`config.mk`:
```
export PLATFORM = sky130hd
export DESIGN_NAME = tap_state_tracker
export DESIGN_NICKNAME = d
export VERILOG_FILES = /design/src/rtl/pin_mux_pkg.sv /design/src/rtl/tap_state_tracker.sv
export SDC_FILE = /design/constraint.sdc
export NUM_CORES = 1
export LEC_CHECK = 0
export BUFFER_PORTS_ARGS = -buffer_cell sky130_fd_sc_hd__buf_2
export CAP_MARGIN = 20
export CORE_AREA = 2 2 59 61
export DETAILED_ROUTE_END_ITERATION = 16
export DIE_AREA = 0 0 61 63
export SLEW_MARGIN = 15
export SYNTH_ARGS = -nofsm -noshare
export SYNTH_HDL_FRONTEND = slang
export SYNTH_SLANG_ARGS = --single-unit
```
`constraint.sdc`:
```
create_clock -name clk_i -period 5 [get_ports clk_i]
set_input_delay 0.75 -clock clk_i [delete_from_list [all_inputs] [get_ports clk_i]]
set_output_delay 0.75 -clock clk_i [all_outputs]
set_load 0.02 [all_outputs]
```
`src/rtl/pin_mux_pkg.sv`:
```
// Shared constants and types for the test and port pin multiplexer.
// Assumes one system clock domain; all pins arrive asynchronously.
package pin_mux_pkg;

    // ------------------------------------------------------------------
    // Pin indices into the pad vectors
    // ------------------------------------------------------------------
    localparam int NUM_PINS = 7;
    localparam int PIN_B5   = 0;
    localparam int PIN_D2   = 1;
    localparam int PIN_D3   = 2;
    localparam int PIN_D0   = 3;
    localparam int PIN_D1   = 4;
    localparam int PIN_B0   = 5;
    localparam int PIN_B1   = 6;

    // ------------------------------------------------------------------
    // Function select codes held by the integration settings
    // ------------------------------------------------------------------
    localparam logic [1:0] FUNC_PORT = 2'h0;
    localparam logic [1:0] FUNC_ALT1 = 2'h1;
    localparam logic [1:0] FUNC_ALT2 = 2'h2;

    // Test port bits: one per port D line, set means test function
    localparam int JTAG_D0 = 0;
    localparam int JTAG_D1 = 1;
    localparam int JTAG_D2 = 2;
    localparam int JTAG_D3 = 3;

    // ------------------------------------------------------------------
    // Reset values of the selections
    // ------------------------------------------------------------------
    localparam logic [1:0] B5_SEL_RESET   = FUNC_PORT;
    localparam logic [1:0] B0_SEL_RESET   = FUNC_PORT;
    localparam logic [1:0] B1_SEL_RESET   = FUNC_PORT;
    localparam logic [3:0] JTAG_SEL_RESET = 4'hf;

    // ------------------------------------------------------------------
    // Test access port controller states, one-hot
    // ------------------------------------------------------------------
    typedef enum logic [15:0] {
        TAP_RESET      = 16'h0001,
        TAP_IDLE       = 16'h0002,
        TAP_SEL_DR     = 16'h0004,
        TAP_CAP_DR     = 16'h0008,
        TAP_SHIFT_DR   = 16'h0010,
        TAP_EXIT1_DR   = 16'h0020,
        TAP_PAUSE_DR   = 16'h0040,
        TAP_EXIT2_DR   = 16'h0080,
        TAP_UPDATE_DR  = 16'h0100,
        TAP_SEL_IR     = 16'h0200,
        TAP_CAP_IR     = 16'h0400,
        TAP_SHIFT_IR   = 16'h0800,
        TAP_EXIT1_IR   = 16'h1000,
        TAP_PAUSE_IR   = 16'h2000,
        TAP_EXIT2_IR   = 16'h4000,
        TAP_UPDATE_IR  = 16'h8000
    } tap_state_type;

endpackage

```
`src/rtl/tap_state_tracker.sv`:
```
// Test access port controller state machine.
// Assumes test clock edges arrive as one-cycle pulses on the system clock.
`timescale 1ns/1ps
`default_nettype none

module tap_state_tracker
    import pin_mux_pkg::*;
(
    input  wire logic    clk_i,
    input  wire logic    rst_i,
    input  wire logic    tck_rise_i,
    input  wire logic    tms_i,
    output tap_state_type state_o
);

    tap_state_type state_d;

    // ------------------------------------------------------------------
    // Next state, taken only on a rising test clock edge
    // ------------------------------------------------------------------
    always_comb begin
        state_d = state_o;
        if (tck_rise_i) begin
            case (state_o)
                TAP_RESET:     state_d = tms_i ? TAP_RESET : TAP_IDLE;
                TAP_IDLE:      state_d = tms_i ? TAP_SEL_DR : TAP_IDLE;
                TAP_SEL_DR:    state_d = tms_i ? TAP_SEL_IR : TAP_CAP_DR;
                TAP_CAP_DR:    state_d = tms_i ? TAP_EXIT1_DR : TAP_SHIFT_DR;
                TAP_SHIFT_DR:  state_d = tms_i ? TAP_EXIT1_DR : TAP_SHIFT_DR;
                TAP_EXIT1_DR:  state_d = tms_i ? TAP_UPDATE_DR : TAP_PAUSE_DR;
                TAP_PAUSE_DR:  state_d = tms_i ? TAP_EXIT2_DR : TAP_PAUSE_DR;
                TAP_EXIT2_DR:  state_d = tms_i ? TAP_UPDATE_DR : TAP_SHIFT_DR;
                TAP_UPDATE_DR: state_d = tms_i ? TAP_SEL_DR : TAP_IDLE;
                TAP_SEL_IR:    state_d = tms_i ? TAP_RESET : TAP_CAP_IR;
                TAP_CAP_IR:    state_d = tms_i ? TAP_EXIT1_IR : TAP_SHIFT_IR;
                TAP_SHIFT_IR:  state_d = tms_i ? TAP_EXIT1_IR : TAP_SHIFT_IR;
                TAP_EXIT1_IR:  state_d = tms_i ? TAP_UPDATE_IR : TAP_PAUSE_IR;
                TAP_PAUSE_IR:  state_d = tms_i ? TAP_EXIT2_IR : TAP_PAUSE_IR;
                TAP_EXIT2_IR:  state_d = tms_i ? TAP_UPDATE_IR : TAP_SHIFT_IR;
                TAP_UPDATE_IR: state_d = tms_i ? TAP_SEL_DR : TAP_IDLE;
                default:       state_d = TAP_RESET;
            endcase
        end
    end

    always_ff @(posedge clk_i) begin
        if (rst_i) begin
            state_o <= TAP_RESET;
        end else begin
            state_o <= state_d;
        end
    end

endmodule

`default_nettype wire

```
==> metrics.txt <==
prevailing post-synth register cell=sky130_fd_sc_hd__dfxtp_1; CTS Hold Bufs=0; max cap viols=0; remaining max-slew budget at the tightest pin=between 60 and 70%; Storage cell area=~320 um^2; total DRC errors in the routed layout=0; effective utilization at floorplan=between 30% and 40%; dominant combinational cell family by area after synthesis=simple AND/OR/NAND/NOR gates; pin count of the biggest net entering global routing=20; via count of the routed design=~1100; die area=0.00384 mm^2; Ports=20; chip width=between 60 and 70 um; number of antenna violations at the first check in global routing=0; global-route usage over all layers=15.5%; r2r worst-path depth=6; proportion of synthesized flip-flops having asynchronous set or reset=0%; number of slew-limit violations in the final report=0; origin of the worst min-delay path=state_o[15]; clock slew at reported path FFs=roughly 100 ps; unrepaired setup endpoints after global routing=no; WHS Path Cells=2; status=complete, no violations; Post-Synthesis Cells=140; worst vdd ir=around 0.069 mV; CP Data Arrival Time=between 2000 and 2500 ps; Crit Reg-Reg Startpoint=state_o[9]; share of final-layout standard cells stronger than drive strength 1=approximately a fifth; fill cell count=approximately 360; drt wl/cell=14.3 um; required arrival time at the worst endpoint=5220 ps; signed area change from the synthesized netlist to the final layout=11.3%; H-tree lvl count=1; number of buffers added by the clock tree synthesis step=3; r2r endpoint=state_o[0]; Hold WC Path Type=reg -> reg; non-filler cells in the finished layout=a little under 200; standard-cell row count=21; number of antenna diodes=0; root cell of the clock tree=sky130_fd_sc_hd__clkbuf_4; area of the mapped netlist=0.00109 mm^2; Syn Area/Cell=between 7 and 8 um^2; post-route ant nets=0; first-pass iteration count of the detailed router=4; mux cell area share after synthesis=0%; master of the slowest instance on the critical path=sky130_fd_sc_hd__o32a_1; most area-hungry cell type in the Yosys netlist=sky130_fd_sc_hd__dfxtp_1; post-CTS setup buffer count=0; final hold viol count=0; static power due to leakage=around 0.00044 uW; count of flip-flops with a built-in enable after synthesis=0; crit-path max FO=19; summed negative setup slack over all endpoints=0 ps; final worst hold slack=around 570 ps; worst path bufs/invs=2; number of distinct library cells after synthesis=36; Layout Skew=3.41 ps; chip height=63 um; critical path capture point type=flop; post-synthesis xor/xnor area fraction=under 10%; number of flip-flops in the largest register=16; final critical-path share of the clock period=between 30% and 40%; post-synthesis share of cell area spent on full adders, half adders and majority gates=0%; gpl congestion=0.963; Placed Instances=~190; port buffer count=19; type of element launching the critical path=input pin; R2R Setup Slk=3040 ps; Synth area leaders=sky130_fd_sc_hd__dfxtp_1, sky130_fd_sc_hd__nor3_1, sky130_fd_sc_hd__nor4_4, sky130_fd_sc_hd__a21oi_1, sky130_fd_sc_hd__nor2_1; most numerous cell in the Yosys netlist=sky130_fd_sc_hd__dfxtp_1; maximum number of buffers from clock root to sink=2; Min-Delay Endpoint=state_o[15]; via count of the first global-routing pass=975; DR iter-0 viols=29; GRT Residual Overflow=0; kind of cell with the highest combined delay on the critical path=compound AO/OA/AOI/OAI gates; final critical delay including setup and external delays=1970 ps; number of failing setup endpoints in the final timing report=0; total wire length after detailed routing=~2800 um; largest stage delay on the critical path=about 510 ps; post-synthesis net count=144; clock net sink count=16; achievable clock frequency=0.507 GHz; final-stage net count=154; sum of net half-perimeters after detailed placement=~2000 um; Placeable Area=~0.0032 mm^2; count of instances resized after the clock tree is built=0; compound-cell area share of the yosys netlist=between 15 and 20%; biggest regs=state_o x16; area of the multi-input gates=about 700 um^2; later-pin clock latency in the skew report=290 ps; clock tree from TritonCTS=yes; post-synthesis sequential element count=16; category of the most critical setup path=in -> reg; post-DR vias/cell=5.64; sequential cell area fraction in the yosys report=29.5%; slew at the pin closest to its max-slew limit=~570 ps; warnings from Yosys=0; fraction of the mapped netlist area in simple logic gates=about two fifths; Largest Register=state_o; wire length of the first global-routing pass=around 4700 um; portion of synthesized cell area occupied by the leading cell type=29.5%; cells traversed along the worst timing path=buf_2, clkinv_1, o32a_1, nor2_1, nand3_1, a21oi_1; total power per unit cell area=between 200 and 250 mW/mm^2; top cells by instance count after synthesis=sky130_fd_sc_hd__dfxtp_1, sky130_fd_sc_hd__nor2_1, sky130_fd_sc_hd__nor3_1
[tightest hold or removal path: stages, from the launching register on]
cell and delay [ps]:
sky130_fd_sc_hd__dfxtp_1 380, sky130_fd_sc_hd__nand2_1 90, sky130_fd_sc_hd__a21oi_1 50
[cell families after synthesis]
logic type                after synthesis
AOI/OAI and AO/OA                      28
xor gates and xnor gates                8
buffers and inverters                  16
DFF                                    16
and+or+nand+nor                        72
[where the power goes]
part           switching [uW]  total (uW)  internal [uW]
clock network            42.9        87.3           44.4
logic                    18.5        29.1           10.6
registers                3.06         132            129
[routing by layer]
metal / vias up / wire length, um / GRT usage [%]
li1: 530 / - / -
met1: 516 / 1260 / 23.4
met2: 50 / 1300 / 22.3
met3: 3 / 207 / 1.86
met4: 0 / 17 / 5.43
met5: - / 0 / 0
[layout by cell type (no fill, tap or decap), drive strengths merged, types with 2 or more instances in the layout]
master and instances:
nand4b 3, and2 2, xor2 3, nand3b 3, nor4 9, o21ai 7, buf 19, nor2 13
clkbuf 4, a22oi 5, nand4 4, or3 3, a21oi 10, nand3 3, a31oi 3, nand2 13
xnor2 5, nor3 13, nor4b 2, dfxtp 16
[per-stage QoR]
step | power, uW | worst slack, ps | utilization (%) | instance area, um^2
2_1_floorplan | 155 | 3250 | - | 1090
4_1_cts | 250 | 3050 | 37.4 | 1210
6_report | 248 | 3030 | 37.4 | 1210
3_5_place_dp | 163 | 2790 | 36.3 | 1170
3_3_place_gp | 163 | 2870 | 36.3 | 1170
5_1_grt | 260 | 2770 | 37.4 | 1210
[cell type report]
type / instances / area share, %
timing repair buffer: 19 / 7.86
sequential: 16 / 26.5
inverter: 2 / 0.620
clock buffer: 4 / 3.00
multi-input combinational: 108 / 57.3
tap: 46 / 4.76
[how the worst max path moves through the flow]
stage | startpoint | endpoint | slack [ps] | cells past startpoint
floorplan | state_o[14] | state_o[0] | 3250 | 7
global placement | tck_rise_i | state_o[11] | 2870 | 6
detailed placement | tck_rise_i | state_o[11] | 2790 | 6
CTS | state_o[9] | state_o[0] | 3050 | 6
global route | state_o[9] | state_o[4] | 2770 | 5
finish | tck_rise_i | state_o[11] | 3030 | 6
No activity file was read; power rests on OpenSTA's default activity.
